File: src/rtl/rlc_pkg.sv
// Package of register map, field positions and shared types for the lane control register bank.
package rlc_pkg;

  // ----------------------------------------
  // Register indices
  // ----------------------------------------
  localparam logic [7:0] GENERAL_SETTINGS_IDX   = 8'h00;
  localparam logic [7:0] LANE_ENABLE_IDX        = 8'h01;
  localparam logic [7:0] LANE0_GAIN_CONTROL_IDX = 8'h02;
  localparam logic [7:0] LANE0_STAGE_ENABLE_IDX = 8'h03;

  // ----------------------------------------
  // Reset values and writable masks
  // ----------------------------------------
  localparam logic [7:0] GENERAL_SETTINGS_RST   = 8'h00;
  localparam logic [7:0] LANE_ENABLE_RST        = 8'h00;
  localparam logic [7:0] LANE0_GAIN_CONTROL_RST = 8'h00;
  localparam logic [7:0] LANE0_STAGE_ENABLE_RST = 8'h00;
  localparam logic [7:0] LANE_ENABLE_MASK       = 8'h0F;
  localparam logic [7:0] LANE0_STAGE_MASK       = 8'h07;

  // ----------------------------------------
  // Field positions
  // ----------------------------------------
  localparam int CONTROL_SOURCE_BIT   = 7;
  localparam int SLEEP_REQUEST_BIT    = 6;
  localparam int TRACK_LANE01_BIT     = 5;
  localparam int TRACK_LANE23_BIT     = 4;
  localparam int TRACK_ALL_BIT        = 3;
  localparam int EQ_PROFILE_BIT       = 2;
  localparam int EQ_LEVEL_LSB         = 4;
  localparam int TX_GAIN_BIT          = 3;
  localparam int EQUALIZER_DC_GAIN_BIT       = 2;
  localparam int INPUT_GAIN_LSB       = 0;
  localparam int DRIVER_PEAK_BIT      = 2;
  localparam int EQ_STAGE_DIS_BIT     = 1;
  localparam int DRIVER_DIS_BIT       = 0;

  // ----------------------------------------
  // Serial address
  // ----------------------------------------
  localparam logic [3:0] SLAVE_ADDR_HIGH = 4'h0;

  // ----------------------------------------
  // Shared types
  // ----------------------------------------
  typedef struct packed {
    logic [2:0] equalizer_level;
    logic       tx_gain_6db;
    logic       equalizer_dc_gain;
    logic [1:0] input_gain;
    logic       driver_peaking_on;
    logic       equalizer_stage_disable;
    logic       output_driver_disable;
  } rlc_lane_cfg_t;

  typedef struct packed {
    logic       wr;
    logic [7:0] idx;
    logic [7:0] data;
  } rlc_reg_wr_t;

endpackage : rlc_pkg

File: src/rtl/rlc_i2c_slave.sv
// Serial two-wire slave: address match, register index, write and read bytes.
`timescale 1ns/10ps
module rlc_i2c_slave (
  // Clock and reset
  input  wire logic              core_clk,
  input  wire logic              rst,
  // Synchronised pins
  input  wire logic              scl,
  input  wire logic              sda,
  output logic                   sda_oe,
  // Address straps
  input  wire logic [2:0]        addr_strap,
  // Register side
  output rlc_pkg::rlc_reg_wr_t   reg_wr,
  output logic [7:0]             rd_idx,
  input  wire logic [7:0]        rd_data
);

  typedef enum logic [2:0] {S_IDLE, S_ADDR, S_INDEX, S_WDATA, S_RDATA, S_RACK} rlc_ph_t;

  typedef struct packed {
    rlc_ph_t    ph;
    logic       scl_d;
    logic       sda_d;
    logic [3:0] bitn;
    logic [7:0] sh;
    logic       ack;
    logic       rd;
    logic [7:0] idx;
    logic       oe;
    rlc_pkg::rlc_reg_wr_t wr;
  } rlc_i2c_st_t;

  rlc_i2c_st_t st;
  rlc_i2c_st_t next_st;
  logic        rise;
  logic        fall;
  logic        start_c;
  logic        stop_c;

  assign rise    = scl & ~st.scl_d;
  assign fall    = ~scl & st.scl_d;
  assign start_c = scl & st.scl_d & st.sda_d & ~sda;
  assign stop_c  = scl & st.scl_d & ~st.sda_d & sda;

  always_comb
  begin
    next_st        = st;
    next_st.scl_d  = scl;
    next_st.sda_d  = sda;
    next_st.wr.wr  = 1'b0;
    if (start_c)
    begin
      next_st.ph   = S_ADDR;
      next_st.bitn = 4'h0;
      next_st.ack  = 1'b0;
      next_st.oe   = 1'b0;
    end
    else if (stop_c)
    begin
      next_st.ph = S_IDLE;
      next_st.oe = 1'b0;
    end
    else if (rise && st.ph != S_IDLE && st.ph != S_RACK && !st.ack)
    begin
      next_st.sh   = {st.sh[6:0], sda};
      next_st.bitn = st.bitn + 4'h1;
    end
    else if (rise && st.ph == S_RACK)
    begin
      // A not-acknowledge from the master ends the read burst.
      next_st.ph = sda ? S_IDLE : S_RDATA;
      // An acknowledge lets the next falling edge load the following byte.
      next_st.ack = ~sda;
    end
    else if (fall && st.ph != S_IDLE)
    begin
      if (st.ack)
      begin
        next_st.ack  = 1'b0;
        next_st.bitn = 4'h0;
        next_st.oe   = 1'b0;
        if (st.ph == S_RDATA)
        begin
          next_st.oe = ~rd_data[7];
          next_st.sh = rd_data;
        end
      end
      else if (st.ph == S_RDATA && st.bitn == 4'h8)
      begin
        next_st.oe  = 1'b0;
        next_st.ph  = S_RACK;
        next_st.idx = st.idx + 8'h01;
      end
      else if (st.ph == S_RDATA)
      begin
        // The byte shifts left on every rise, so the bit to drive next is always the top one.
        next_st.oe = ~st.sh[7];
      end
      else if (st.bitn == 4'h8)
      begin
        next_st.ack = 1'b1;
        next_st.oe  = 1'b1;
        case (st.ph)
          S_ADDR:
          begin
            // Only the strap-selected address is acknowledged.
            if (st.sh[7:1] == {rlc_pkg::SLAVE_ADDR_HIGH, addr_strap})
            begin
              next_st.rd = st.sh[0];
              next_st.ph = st.sh[0] ? S_RDATA : S_INDEX;
            end
            else
            begin
              next_st.ph  = S_IDLE;
              next_st.ack = 1'b0;
              next_st.oe  = 1'b0;
            end
          end
          S_INDEX:
          begin
            next_st.idx = st.sh;
            next_st.ph  = S_WDATA;
          end
          S_WDATA:
          begin
            next_st.wr.wr   = 1'b1;
            next_st.wr.idx  = st.idx;
            next_st.wr.data = st.sh;
            next_st.idx     = st.idx + 8'h01;
          end
          default:
          begin
            next_st.ph = S_IDLE;
          end
        endcase
      end
    end
  end

  always_ff @(posedge core_clk)
  begin
    if (rst)
    begin
      st       <= '0;
      st.ph    <= S_IDLE;
      st.scl_d <= 1'b1;
      st.sda_d <= 1'b1;
    end
    else
      st <= next_st;
  end

  // The first read byte is loaded at the acknowledge of the address.
  assign sda_oe = st.oe;
  assign reg_wr = st.wr;
  assign rd_idx = st.idx;

endmodule : rlc_i2c_slave

File: src/rtl/rlc_sync.sv
// Two-stage synchroniser for the serial pins and the address straps.
`timescale 1ns/10ps
module rlc_sync #(
  parameter int W = 1
) (
  // Clock and reset
  input  wire logic         core_clk,
  input  wire logic         rst,
  // Data
  input  wire logic [W-1:0] async_in,
  output logic      [W-1:0] sync_out
);

  typedef struct packed {
    logic [W-1:0] s1;
    logic [W-1:0] s2;
  } rlc_sync_st_t;

  rlc_sync_st_t st;
  rlc_sync_st_t next_st;

  // Pins idle high, so both stages reset to ones.
  always_comb
  begin
    next_st.s1 = async_in;
    next_st.s2 = st.s1;
  end

  always_ff @(posedge core_clk)
  begin
    if (rst)
      st <= '1;
    else
      st <= next_st;
  end

  assign sync_out = st.s2;

endmodule : rlc_sync

File: src/rtl/rlc_lane_ctrl.sv
// Top of the lane control register bank: serial slave, registers and lane setting resolution.
// Behaviour
// - General bit 7 picks settings source: 0 serial registers, 1 strap pins.
// - General bit 6 set requests power-down; clear keeps normal operation.
// - General bit 5 clear makes lane 0 copy lane 1 settings.
// - General bit 4 clear makes lane 3 copy lane 2 settings.
// - General bit 3 clear makes lanes 0 and 3 copy lane 1 settings.
// - Global tracking overrides both pairwise tracking bits.
// - Lane enable bits 3..0 disable lanes when one; bits 7..4 read-only.
// - Lane 0 equalizer level bits 6..4, 000 weakest, 111 strongest.
// - Lane 0 control bit 3 gives transmit DC gain 0 dB or 6 dB.
// - Lane 0 control bit 2 gives equalizer DC gain -6 dB or 0 dB.
// - Lane 0 control bits 1..0 act as lane 0 input gain strap.
// - Lane 0 enable bit 2 turns on 6 dB driver peaking.
// - Lane 0 enable bit 1 disables lane 0 equalizer stage.
// - Lane 0 enable bit 0 disables lane 0 output driver.
// - General settings register resets to all zeros.
// - Device answers address 0000 plus three strap bits.
`timescale 1ns/10ps
module rlc_lane_ctrl (
  // Clock and reset
  input  wire logic                  core_clk,
  input  wire logic                  rst,
  // Serial bus pins
  input  wire logic                  scl_in,
  input  wire logic                  sda_in,
  output logic                       sda_out,
  output logic                       sda_oe,
  // Address straps
  input  wire logic [2:0]            addr_strap,
  // Strap-pin settings for lane 0
  input  wire rlc_pkg::rlc_lane_cfg_t strap_lane_cfg,
  // Settings from the lane 1 control registers, kept outside this bank
  input  wire rlc_pkg::rlc_lane_cfg_t lane1_cfg,
  // Settings from the lane 2 control registers, kept outside this bank
  input  wire rlc_pkg::rlc_lane_cfg_t lane2_cfg,
  // Settings from the lane 3 control registers, kept outside this bank
  input  wire rlc_pkg::rlc_lane_cfg_t lane3_cfg,
  // Device controls
  output logic                       control_source_select,
  output logic                       sleep_request,
  output logic                       equalizer_profile_select,
  output logic [3:0]                 lane_disable,
  output rlc_pkg::rlc_lane_cfg_t     lane0_eff_cfg,
  output rlc_pkg::rlc_lane_cfg_t     lane3_eff_cfg
);

  // ----------------------------------------
  // Pin synchronisers
  // ----------------------------------------
  logic [4:0] pins_s;

  rlc_sync #(
    .W (5)
  ) u_sync (
    .core_clk (core_clk),
    .rst      (rst),
    .async_in ({scl_in, sda_in, addr_strap}),
    .sync_out (pins_s)
  );

  // ----------------------------------------
  // Serial slave
  // ----------------------------------------
  rlc_pkg::rlc_reg_wr_t reg_wr;
  logic [7:0]           rd_idx;
  logic [7:0]           rd_data;

  rlc_i2c_slave u_slave (
    .core_clk   (core_clk),
    .rst        (rst),
    .scl        (pins_s[4]),
    .sda        (pins_s[3]),
    .sda_oe     (sda_oe),
    .addr_strap (pins_s[2:0]),
    .reg_wr     (reg_wr),
    .rd_idx     (rd_idx),
    .rd_data    (rd_data)
  );

  // Open-drain: the pin is only ever pulled low.
  assign sda_out = 1'b0;

  // ----------------------------------------
  // Register file
  // ----------------------------------------
  typedef struct packed {
    logic [7:0] general_settings;
    logic [7:0] lane_enable;
    logic [7:0] lane0_gain_control;
    logic [7:0] lane0_stage_enable;
  } rlc_regs_t;

  rlc_regs_t st;
  rlc_regs_t next_st;

  always_comb
  begin
    next_st = st;
    if (reg_wr.wr)
    begin
      case (reg_wr.idx)
        rlc_pkg::GENERAL_SETTINGS_IDX:   next_st.general_settings   = reg_wr.data;
        rlc_pkg::LANE_ENABLE_IDX:        next_st.lane_enable        = reg_wr.data & rlc_pkg::LANE_ENABLE_MASK;
        rlc_pkg::LANE0_GAIN_CONTROL_IDX: next_st.lane0_gain_control = reg_wr.data;
        rlc_pkg::LANE0_STAGE_ENABLE_IDX: next_st.lane0_stage_enable = reg_wr.data & rlc_pkg::LANE0_STAGE_MASK;
        default:                         next_st = st;
      endcase
    end
  end

  always_ff @(posedge core_clk)
  begin
    if (rst)
    begin
      st.general_settings   <= rlc_pkg::GENERAL_SETTINGS_RST;
      st.lane_enable        <= rlc_pkg::LANE_ENABLE_RST;
      st.lane0_gain_control <= rlc_pkg::LANE0_GAIN_CONTROL_RST;
      st.lane0_stage_enable <= rlc_pkg::LANE0_STAGE_ENABLE_RST;
    end
    else
      st <= next_st;
  end

  // Unmapped indices read as zero.
  always_comb
  begin
    case (rd_idx)
      rlc_pkg::GENERAL_SETTINGS_IDX:   rd_data = st.general_settings;
      rlc_pkg::LANE_ENABLE_IDX:        rd_data = st.lane_enable;
      rlc_pkg::LANE0_GAIN_CONTROL_IDX: rd_data = st.lane0_gain_control;
      rlc_pkg::LANE0_STAGE_ENABLE_IDX: rd_data = st.lane0_stage_enable;
      default:                         rd_data = 8'h00;
    endcase
  end

  // ----------------------------------------
  // Lane setting resolution
  // ----------------------------------------
  rlc_pkg::rlc_lane_cfg_t lane0_own;
  rlc_pkg::rlc_lane_cfg_t lane1_src;
  logic                   track_01;
  logic                   track_23;
  logic                   track_all;

  assign lane0_own.equalizer_level         = st.lane0_gain_control[rlc_pkg::EQ_LEVEL_LSB +: 3];
  assign lane0_own.tx_gain_6db             = st.lane0_gain_control[rlc_pkg::TX_GAIN_BIT];
  assign lane0_own.equalizer_dc_gain       = st.lane0_gain_control[rlc_pkg::EQUALIZER_DC_GAIN_BIT];
  assign lane0_own.input_gain              = st.lane0_gain_control[rlc_pkg::INPUT_GAIN_LSB +: 2];
  assign lane0_own.driver_peaking_on       = st.lane0_stage_enable[rlc_pkg::DRIVER_PEAK_BIT];
  assign lane0_own.equalizer_stage_disable = st.lane0_stage_enable[rlc_pkg::EQ_STAGE_DIS_BIT];
  assign lane0_own.output_driver_disable   = st.lane0_stage_enable[rlc_pkg::DRIVER_DIS_BIT];

  assign track_all = ~st.general_settings[rlc_pkg::TRACK_ALL_BIT];
  assign track_01  = ~st.general_settings[rlc_pkg::TRACK_LANE01_BIT];
  assign track_23  = ~st.general_settings[rlc_pkg::TRACK_LANE23_BIT];

  // Strap mode puts lane 0 on the strap pins and keeps lane 3 on its own settings, with no tracking.
  always_comb
  begin
    lane1_src = lane1_cfg;
    if (control_source_select)
    begin
      lane0_eff_cfg = strap_lane_cfg;
      lane3_eff_cfg = lane3_cfg;
    end
    else if (track_all)
    begin
      lane0_eff_cfg = lane1_src;
      lane3_eff_cfg = lane1_src;
    end
    else
    begin
      lane0_eff_cfg = track_01 ? lane1_src : lane0_own;
      lane3_eff_cfg = track_23 ? lane2_cfg : lane3_cfg;
    end
  end

  // ----------------------------------------
  // Device controls
  // ----------------------------------------
  assign control_source_select    = st.general_settings[rlc_pkg::CONTROL_SOURCE_BIT];
  assign sleep_request            = st.general_settings[rlc_pkg::SLEEP_REQUEST_BIT];
  assign equalizer_profile_select = st.general_settings[rlc_pkg::EQ_PROFILE_BIT];
  assign lane_disable             = st.lane_enable[3:0];

endmodule : rlc_lane_ctrl

File: config.mk
export PLATFORM = sky130hd
export DESIGN_NAME = rlc_lane_ctrl
export DESIGN_NICKNAME = d
export VERILOG_FILES = /design/src/rtl/rlc_pkg.sv /design/src/rtl/rlc_i2c_slave.sv /design/src/rtl/rlc_sync.sv /design/src/rtl/rlc_lane_ctrl.sv
export SDC_FILE = /design/constraint.sdc
export NUM_CORES = 1
export LEC_CHECK = 0
export BUFFER_PORTS_ARGS = -buffer_cell sky130_fd_sc_hd__buf_4
export CAP_MARGIN = 5
export CORE_MARGIN = 4
export CORE_UTILIZATION = 56
export DETAILED_ROUTE_END_ITERATION = 7
export PLACE_DENSITY_LB_ADDON = 0.3
export SYNTH_ARGS = -nofsm -noshare
export SYNTH_HDL_FRONTEND = slang
export SYNTH_HIERARCHICAL = 1
export SYNTH_SLANG_ARGS = --single-unit
export TNS_END_PERCENT = 5
File: constraint.sdc
create_clock -name core_clk -period 2.35 [get_ports core_clk]
set_input_delay 0.705 -clock core_clk [delete_from_list [all_inputs] [get_ports core_clk]]
set_output_delay 0.705 -clock core_clk [all_outputs]
set_load 0.01 [all_outputs]
-- Word level (Yosys, flattened, before mapping)
Cells that the tools add are included.
- reductions and logical operators: 33
- bitwise logic cells: 21
- $add $sub $neg: 2
- eq/ne operators: 32
- muxes and demuxes: 64
- operators by type and width (kind ; number):
    28-bit two-way mux ; 9
    9-bit two-way mux ; 8
    10-bit two-way mux ; 7
    17-bit two-way mux ; 4
    40-bit two-way mux ; 1
    12-bit two-way mux ; 3
    7-bit by 2-bit inequality test with 1-bit output, second input constant ; 5
    8-bit by 2-bit == test with 1-bit output, second input constant ; 4
    8-bit one-hot mux with 4 select lines ; 1
    3-bit two-way mux ; 9
    9-bit by 4-bit inequality test with 1-bit output, second input constant ; 3
    6-bit AND reduction ; 3
    8-bit by 1-bit == test with 1-bit output, second input constant ; 2
    8-bit zero test ; 2
    2-bit two-way mux ; 8
    8-bit by 3-bit inequality test with 1-bit output, second input constant ; 2
    8-bit one-hot mux with 2 select lines ; 1
    1-bit inverter ; 14
    1-bit two-way mux ; 11
    11-bit AND reduction ; 1
    10-bit AND reduction ; 1
    3-bit one-hot mux with 3 select lines ; 1
    9-bit AND reduction ; 1
    9-bit OR reduction ; 1
    other kinds (28) ; 50
- flip-flop bits (word level): 78
- bits of input ports: 47
- word-level logic and storage cells: 171
- output and inout port bits: 29

-- Depth between registers and ports, before layout
Gate-level depths: netlist of run 1.
- word-level depth: 24
- gate-level depth with buffers: 9

-- Hierarchy
Netlist of run 1, hierarchy kept.
- modules (own cells, without submodules) (module ; cells an instance ; area an instance (um^2) ; instances):
    rlc_i2c_slave ; 281 ; 2427.3 ; 1
    rlc_lane_ctrl ; 187 ; 1657.8 ; 1
    rlc_sync ; 20 ; 262.8 ; 1

-- Worst setup path before layout of run 1
No wires, ideal clock.
- path kind: register to output
- from: register st, in the netlist control_source_select
- to: output lane3_eff_cfg[0] (netlist name)
- path buffers: 2
- arrival time: 1.161 ns
- path slack: 0.484 ns
- cell stages (with the launch flop): 5
- path through: dfxtp_1 -> clkbuf_1 -> clkbuf_1 -> a22oi_1 -> o21ai_0
- RTL lines (item ; RTL line ; RTL):
    start: declaration ; rlc_lane_ctrl.sv:94 ; rlc_regs_t st;
    start signal: assignment ; rlc_lane_ctrl.sv:122 ; st <= next_st;
    end: declaration ; rlc_lane_ctrl.sv:45 ; output rlc_pkg::rlc_lane_cfg_t lane3_eff_cfg

==> run metrics, run 1 <==
status finished clean; Iteration-0 DRC Markers 252; Max stage delay on crit path between 0.3 and 0.4 ns; endpoints failing hold 0; H-tree depth 3; maximum vdd drop 0.000310 V; Finished Cell Area ~5000 µm²; worst relative slew slack between 50% and 60%; TritonCTS clock tree done; critical-path cell list nor2_2, a22oi_1, o21ai_0, buf_4; Worst path slowest cell dfxtp_1; Setup-failing EPs final 0; hold slack 0.405 ns; path depth of the worst reg2reg path 5; period utilization about 94%; PwrDens 510 nW/µm²; Max FO, Critical Path 10; CTS max path bufs 2; crit path capture type primary output; Synth warnings 6; Initial Util 58.7%; Setup CP Type reg -> out; Post-Syn Nets 538; distinct cell type count after synthesis 62; final WL 10,200 µm; Lkg Pwr 2.18 nW; die area 9240 µm²; CP arrival 1.50 ns; Yosys reg bits 77; postcts setup bufs 0; final setup TNS 0 ns; Switching Fraction a little over a fifth; P_int around 2.0 mW; later-pin clock latency in the skew report between 0.3 and 0.4 ns; combinational share of power about 7.3%; # rows 31; Die Span Y 96.1 µm; drt drc 0; Fmax achieved 0.453 GHz; largest net degree at the start of global routing 47; Final Max Slew Viols 0; gr ovfl total 0; Hold Crit Class reg -> reg; fillers 612; Routability Congestion 0.907; DP HPWL between 7000 and 8000 µm; Clock Skew 0.00854 ns; initial antenna violation count 0; number of enable flip-flop cells after synthesis 0; PortBufs 74; first-pass GRT wire length 16,100 µm; placed inst area 4790 µm²; Worst Tran Pin Value 0.711 ns; Cells after Synth just under 500; Worst-path clk slew 0.08 ns; number of global-route vias before repair about 3,500; NumNets Final 579; Max-cap violations 0; CTS Buf Count 9; DR pass1 iterations 5; Mapped Area 4350 µm²; Mapped Avg Cell Area ~8.9 µm²; Via Count about 3,700; ANT cells 0; FFs w/ async S/R, synth 0%; RSZ-0062 raised after global routing yes; Post-synth top flop dfxtp_1; vias per inst about 5.8; Period minus WS final 2.21 ns; sequential share of power 51.7%; CP required 1.64 ns; area occupied by multi-input gates around 2400 µm²; Area growth syn-to-layout 15.3%; ANT nets after route 0; register cell area after layout 1540 µm²; layout cells sized above 1 24.0%; hold path depth 1; clock share of power 41.0%; Chip Width 96.1 µm; GRT Util Overall between 20 and 25%; Tot Pwr 2.56 mW; clk root buf clkbuf_8; Sw Pwr 0.560 mW; sequential element share of the synthesized area 35.5%; I/O pin cnt 76; critical path launch point type flip-flop; routed len/inst 16.1 µm; core area 7410 µm²; CTS Sinks between 70 and 80
## sequential cells by signal, indices dropped and copies added (netlist names)
register	count
u_sync/sync_out	5
u_sync/next_st	5
sleep_request	1
st	6
u_slave/rd_idx	8
u_slave/st	18
equalizer_profile_select	1
lane0_own	10
lane_disable	4
u_slave/reg_wr	17
u_slave/sda_oe	1
control_source_select	1
## final cells by class
type	count	area share, %
multi-input cells	345	48.2
flip-flops and latches	77	30.7
repair buffers	91	14.0
clock buffers	13	3.37
well taps	99	2.47
clock inverters	3	0.849
inverters	5	0.374
## power by group through the flow
stage | registers [mW] | logic [mW] | clock network (mW)
after floorplan | 1.35 | 0.0807 | 0
after global placement | 1.35 | 0.181 | 0
after detailed placement | 1.35 | 0.184 | 0
after CTS | 1.32 | 0.186 | 1.07
after global routing | 1.32 | 0.203 | 1.13
final | 1.32 | 0.186 | 1.05
## cells in the mapped netlist, types with 2 or more instances
cell / count / area [µm²]
dfxtp_1: 77 / 1540
mux2i_1: 54 / 541
nor2_1: 43 / 161
nand2b_1: 34 / 213
buf_4: 31 / 233
a22oi_1: 28 / 210
nand2_1: 28 / 105
o21ai_0: 22 / 110
clkbuf_1: 20 / 75.1
a21oi_1: 17 / 85.1
nor3_1: 12 / 60.1
or2_1: 10 / 62.6
a211oi_1: 8 / 60.1
nand3_1: 8 / 40.0
buf_2: 7 / 35.0
xor2_1: 6 / 52.6
inv_1: 5 / 18.8
a311oi_1: 4 / 35.0
and3_1: 4 / 25.0
nand3b_1: 4 / 30.0
o211ai_1: 4 / 30.0
a21o_1: 3 / 22.5
buf_6: 3 / 33.8
ha_1: 3 / 37.5
mux4_2: 3 / 67.6
nor2b_1: 3 / 18.8
nor3b_1: 3 / 22.5
or2_2: 3 / 18.8
a211oi_2: 2 / 25.0
a32oi_1: 2 / 17.5
nand4_1: 2 / 12.5
nand4b_1: 2 / 17.5
nor4_1: 2 / 12.5
o2111ai_1: 2 / 17.5
o31ai_1: 2 / 15.0
## placed cells by master, fill, tap and decap left out, types with 3 or more instances in the layout
master,netlist,final
buf_4,31,89
nor2b_1,3,3
mux4_2,3,3
a21o_1,3,3
dfxtp_1,77,77
nand3_1,8,8
xor2_1,6,6
nor3_1,12,12
inv_1,5,5
nor2_1,43,42
o211ai_1,4,4
mux2i_1,54,54
nor3b_1,3,3
or2_1,10,10
nand2b_1,34,34
nand2_1,28,28
o21ai_0,22,22
a311oi_1,4,4
a211oi_1,8,8
nand3b_1,4,4
and3_1,4,4
ha_1,3,3
clkbuf_8,0,12
or2_2,3,3
a21oi_1,17,17
a22oi_1,28,28
## per-layer routing
layer	GRT usage, %	vias up	part of all wire (%)
met2	40.7	139	48
met1	26.0	1731	42
met5	0	-	0
met4	8.06	0	1.6
li1	-	1798	-
met3	3.60	15	8.3
## final timing paths
kind,start,end,slack (ns)
setup / recovery,control_source_select$_SDFFE_PP0P_,lane3_eff_cfg[1],0.14
hold / removal,u_sync/next_st[0]$_SDFF_PP1_,u_sync/sync_out[0]$_SDFF_PP1_,0.40
setup reg to reg,u_sync/sync_out[4]$_SDFF_PP1_,u_slave/st[31]$_SDFFE_PP0P_,0.22
hold reg to reg,u_sync/next_st[0]$_SDFF_PP1_,u_sync/sync_out[0]$_SDFF_PP1_,0.40
## what timing repair did
| action | 4_1_cts | 5_1_grt |
|---|---|---|
| resized for setup | 1 | 2 |
| endpoints found under the setup margin | 10 | 8 |
| hold buffers | 0 | 0 |
## critical path: cells and delay by family (launching register included)
family | cells | cell delay [ns]
flip-flops | 1 | 0.39
AND/OR/NAND/NOR | 1 | 0.39
AO/OA/AOI/OAI | 2 | 0.23
buffers and inverters | 1 | 0.16
## cell families after synthesis
| group | count (synthesis) | share of synthesized area [%] |
|---|---|---|
| xor gates and xnor gates | 7 | 1.41 |
| buffers and inverters | 66 | 9.09 |
| and+or+nand+nor | 173 | 22.0 |
| other | 1 | 0.0862 |
| muxes | 58 | 14.2 |
| DFF | 77 | 35.5 |
| AOI/OAI and AO/OA | 103 | 16.8 |
| adders and majority gates | 3 | 0.863 |
## metrics by stage
stage	std cells	util, %	setup WS [ns]
after detailed placement	617	64.7	0.289
after global routing	633	67.7	-0.0000840
after floorplan	488	-	0.484
after CTS	633	67.6	0.0658
after global placement	617	64.7	0.386
final	633	67.7	0.143
Note: power is estimated with default switching activity, not from simulation.
==> run 2, diff against run 1 <==
BUFFER_PORTS_ARGS = -buffer_cell sky130_fd_sc_hd__buf_2   (was -buffer_cell sky130_fd_sc_hd__buf_4)
==> run 2 against run 1 <==
Compared with the run above: count of clock-buffer cells in the layout is the same; sequential power is essentially flat; core utilization shrank 2.7 points; largest cell class unchanged; highest routed layer unchanged; combinational power shrank 18%; worst hold slack gained 0.0015 ns; clock power is essentially flat; power shrank 2.1%; fmax shrank 0.51%.
==> run metrics, run 2 (synthesis results as in run 1) <==
CTS max path bufs 2 (unchanged); routing usage on met2 38.0% (-2.6 points); CP arrival 1.51 ns (about the same); Largest register FFs 18 (unchanged); highest-count cells in the layout ignoring fill and taps dfxtp_1 (77), buf_2 (74), mux2i_1 (54); Biggest register u_slave/st; Iteration-0 DRC Markers 195 (-23%); CTS Buf Count 9 (unchanged); met1 Usage GRT 24.8% (-1.1 points); drt drc 0 (unchanged); maximum vdd drop 0.000347 V (+12%); CP Launch Point st[27]$_SDFFE_PP0P_; status finished clean; Via Count 3,626 (-1.5%); I/O pin cnt 76 (unchanged); final setup TNS 0 ns (unchanged); hold_buf cts 0 (unchanged); Routability Congestion 0.871 (-4.0%); Area growth syn-to-layout 10.6%; Clock Skew 0.00772 ns (-0.000817 ns); Hold Crit Class reg -> reg; H-tree depth 3 (unchanged); Lkg Pwr 2.13 nW (-2.5%); CTS Sinks 77 (unchanged); PortBufs 74 (unchanged); critical-path cell list nor2_2, a22oi_1, o21ai_0, buf_2; later-pin clock latency in the skew report 0.34 ns (about the same); largest net degree at the start of global routing 71 (+51%); Crit path buffers/inverters 1 (unchanged); ANT nets after route 0 (unchanged); Setup CP Type reg -> out; Die Span Y 96.1 µm (unchanged); clk root buf clkbuf_8; Worst-path clk slew 0.08 ns (about the same); CP required 1.64 ns (about the same); endpoints failing hold 0 (unchanged); RSZ-0062 raised after global routing no; busiest grt layer met2; Hold Startpoint u_sync/next_st[2]$_SDFF_PP1_; CP delay by family, top simple AND/OR/NAND/NOR gates; Worst R2R Start u_slave/st[43]$_SDFFE_PP0P_; core area 7410 µm² (unchanged); gr ovfl total 0 (unchanged); layout cells sized above 1 23.5% (-0.43 points); TritonCTS clock tree done; Final Max Slew Viols 0 (unchanged); DP HPWL 7190 µm (-0.36%); Fmax achieved 0.451 GHz (-0.51%); commonest non-fill, non-tap cell in the layout dfxtp_1; Max FO, Critical Path 10 (unchanged); worst relative slew slack 54.9% (+2.5 points); PwrDens 520 nW/µm² (+2.0%); critical path launch point type flip-flop; ANT cells 0 (unchanged); GRT Util Overall 21.3% (-0.96 points); first-pass GRT wire length 15,400 µm (-4.7%); crit path capture type primary output; Worst Tran Pin Value 0.676 ns (-0.0356 ns); postcts setup bufs 0 (unchanged); Initial Util 58.7% (unchanged); DR pass1 iterations 4 (-1); Max-cap violations 0 (unchanged); Max stage delay on crit path 0.40 ns (about the same); M3 GR Usage 3.44% (-0.16 points); final WL 9760 µm (-4.1%); Chip Width 96.1 µm (unchanged); Period minus WS final 2.22 ns (+0.0113 ns); Tot Pwr 2.50 mW (-2.1%); # rows 31 (unchanged); Setup-failing EPs final 0 (unchanged); routed len/inst 15.5 µm (-3.7%); Worst path slowest cell nor2_2; vias per inst 5.76 (-1.1%); die area 9240 µm² (unchanged); number of global-route vias before repair 3,312 (-4.2%); NumNets Final 576 (-0.52%); initial antenna violation count 0 (unchanged); period utilization 94.4% (+0.48 points)
-- run 2: through the flow --
step | hold slack (ns) | utilization (%) | instance area (µm²) | instances | worst slack (ns)
6_report | 0.406 | 64.9 | 4810 | 630 | 0.131
3_5_place_dp | 0.391 | 61.9 | 4580 | 614 | 0.292
4_1_cts | 0.408 | 64.8 | 4800 | 630 | 0.0985
2_1_floorplan | 0.383 | - | 4350 | 488 | 0.484
5_1_grt | 0.436 | 64.9 | 4810 | 630 | 0.0231
3_3_place_gp | 0.388 | 61.9 | 4580 | 614 | 0.384
-- run 2: path summary, 6_finish.rpt --
kind	depth (start not counted)	slack (ns)	end
setup reg to reg	5	0.25	u_slave/st[31]$_SDFFE_PP0P_
hold reg to reg	1	0.41	u_sync/sync_out[2]$_SDFF_PP1_
setup / recovery	4	0.13	lane3_eff_cfg[3]
hold / removal	1	0.41	u_sync/sync_out[2]$_SDFF_PP1_
-- run 2: where the power goes --
group | internal [mW] | switching, mW
sequential | 1.31 | 0.00781
combinational | 0.0766 | 0.0764
clock | 0.577 | 0.451
-- run 2: routing by layer --
| metal | vias up | wire length, µm |
|---|---|---|
| met4 | 0 | 152 |
| met5 | - | 0 |
| met1 | 1689 | 4110 |
| met3 | 15 | 839 |
| li1 | 1796 | - |
| met2 | 126 | 4650 |
-- run 2: cell type report --
cell class | count | area (µm²)
clock buffer | 13 | 169
clock inverter | 3 | 42.5
fill | 627 | 2600
inverter | 5 | 18.8
multi-input combinational | 345 | 2420
sequential | 77 | 1540
tap | 99 | 124
timing repair buffer | 88 | 492
-- run 2: what timing repair did --
item                                    4_1_cts  5_1_grt
resized for setup                             1        3
endpoints found under the setup margin       10        7
endpoints found under the hold margin         0        0
==> run 3, diff against run 2 <==
CORE_ASPECT_RATIO = 1.75   (was not set)
==> run 3 against run 2 <==
Compared with the run above: first-iteration DRC count shrank 16%; clock power grew 28%; clock skew shrank 0.0025 ns; design area grew 1.7%; critical path depth is the same; non-clock buffer count grew 6; final cell count shrank 1.1%; sequential share of layout area shrank 0.52 points; sequential power is essentially flat; global-route usage grew 1.8 points; via count grew 3.7%; highest routed layer unchanged.
==> run metrics, run 3 (synthesis results as in run 1) <==
status finished clean; maximum vdd drop 0.000428 V (+23%); Max stage delay on crit path 0.41 ns (about the same); final WL 10,500 µm (+8.0%); period utilization 93.3% (-1.1 points); drt drc 0 (unchanged); first-pass GRT wire length 16,800 µm (+9.2%); number of global-route vias before repair 3,596 (+8.6%); Crit path buffers/inverters 1 (unchanged); Area growth syn-to-layout 12.5%; core area 7570 µm² (+2.1%); Initial Util 57.5% (-1.2 points); Finished Layout Cells 623 (-1.1%); Max-cap violations 0 (unchanged); Worst path slowest cell dfxtp_1; placed inst area 4600 µm² (+0.41%); Iteration-0 DRC Markers 164 (-16%); utilization after layout 64.6% (-0.31 points); Clock Skew 0.00518 ns (-0.00254 ns); Largest register FFs 18 (unchanged); Tot Pwr 2.80 mW (+12%); Final Max Slew Viols 0 (unchanged); GRT Util Overall 23.1% (+1.8 points); ANT nets after route 0 (unchanged); Setup CP Type reg -> out; Routability Congestion 0.947 (+8.7%); NumNets Final 582 (+1.0%); CP required 1.64 ns (about the same); Via Count 3,760 (+3.7%); clk root buf clkbuf_16; CP arrival 1.49 ns (-0.02 ns); CP delay by family, top flip-flops; gr ovfl total 0 (unchanged); postcts setup bufs 0 (unchanged); DR pass1 iterations 5 (+1); critical path launch point type flip-flop; Max FO, Critical Path 10 (unchanged); CTS max path bufs 2 (unchanged); Setup-failing EPs final 0 (unchanged); layout cells sized above 1 23.9% (+0.38 points); Die Span Y 125 µm (+30%); initial antenna violation count 0 (unchanged); crit path capture type primary output; PwrDens 572 nW/µm² (+10%); vias per inst 6.04 (+4.9%); CTS Buf Count 9 (unchanged); Biggest register u_slave/st; RSZ-0062 raised after global routing no; H-tree depth 3 (unchanged); I/O pin cnt 76 (unchanged); highest-count cells in the layout ignoring fill and taps dfxtp_1 (77), buf_2 (74), mux2i_1 (54); final setup TNS 0 ns (unchanged); Worst-path clk slew 0.06 ns (-0.02 ns); CTS Sinks 77 (unchanged); critical-path cell list nand2_2, mux2i_1, o21ai_0, buf_2; ANT cells 0 (unchanged); commonest non-fill, non-tap cell in the layout dfxtp_1; hold_buf cts 0 (unchanged); TritonCTS clock tree done; Worst Tran Pin Value 0.723 ns (+0.0471 ns); PortBufs 74 (unchanged); endpoints failing hold 0 (unchanged); largest net degree at the start of global routing 50 (-30%); Fmax achieved 0.456 GHz (+1.1%); Lkg Pwr 2.17 nW (+1.9%); Period minus WS final 2.19 ns (-0.0249 ns); Chip Width 74.6 µm (-22%); # rows 42 (+35%); later-pin clock latency in the skew report 0.33 ns (about the same); dpl cells 609 (-0.81%); routed len/inst 16.9 µm (+9.2%); DP HPWL 7930 µm (+10%); Finished Cell Area 4890 µm² (+1.7%); Hold Crit Class reg -> reg; die area 9290 µm² (+0.60%); worst relative slew slack 51.7% (-3.1 points)
run 3: cell types whose count changed in the layout (fill, tap and decap cells not counted), sizes merged:
cell      delta
clkinvlp     -1
buf          +6
clkbuf       -1
run 3: area by class of cell:
type | instances | area (µm²)
Clock buffer | 12 | 246
Clock inverter | 2 | 35.0
Sequential cell | 77 | 1540
Inverter | 5 | 18.8
Fill cell | 634 | 2680
Tap cell | 88 | 110
Multi-Input combinational cell | 345 | 2420
Timing Repair Buffer | 94 | 520
run 3: per-layer routing:
metal | track usage, % | up-vias | share of wire [%] | wire, µm
met5 | 0 | - | 0 | 0
met4 | 11.8 | 0 | 4.0 | 424
met3 | 5.17 | 31 | 6.4 | 672
met2 | 43.0 | 133 | 53 | 5600
met1 | 22.2 | 1783 | 36 | 3830
li1 | - | 1813 | - | -
run 3: worst register-to-register path, stage by stage (launching register included):
cell      delay [ns]
dfxtp_1         0.41
or3b_4          0.44
a211oi_4        0.31
a21boi_4        0.47
nor2_1          0.08
a211oi_1        0.24
run 3: power breakdown:
group	internal [mW]	total (mW)	switching, mW	leakage, nW
combinational	0.0756	0.152	0.0765	1.41
sequential	1.32	1.32	0.00805	0.623
clock	0.837	1.32	0.484	0.139
total	2.23	2.80	0.569	2.17
run 3: worst paths after layout:
check / startpoint / end / slack [ns] / depth (start not counted)
worst min-delay path: u_sync/next_st[1]$_SDFF_PP1_ / u_sync/sync_out[1]$_SDFF_PP1_ / 0.40 / 1
worst max-delay path: st[27]$_SDFFE_PP0P_ / lane0_eff_cfg[9] / 0.16 / 4
worst min register to register: u_sync/next_st[1]$_SDFF_PP1_ / u_sync/sync_out[1]$_SDFF_PP1_ / 0.40 / 1
worst max register to register: u_sync/sync_out[4]$_SDFF_PP1_ / u_slave/st[35]$_SDFFE_PP0P_ / 0.30 / 5
run 3: what timing repair did:
| action | 4_1_cts | 5_1_grt |
|---|---|---|
| cloned | 0 | 0 |
| setup endpoints to repair | 8 | 7 |
| hold endpoints to repair | 0 | 0 |
| resized for setup | 1 | 1 |
run 3: stage by stage:
step / hold WS (ns) / setup WS [ns]
floorplan: 0.383 / 0.484
global placement: 0.387 / 0.386
detailed placement: 0.389 / 0.299
CTS: 0.401 / 0.0718
global route: 0.419 / 0.0136
finish: 0.399 / 0.156
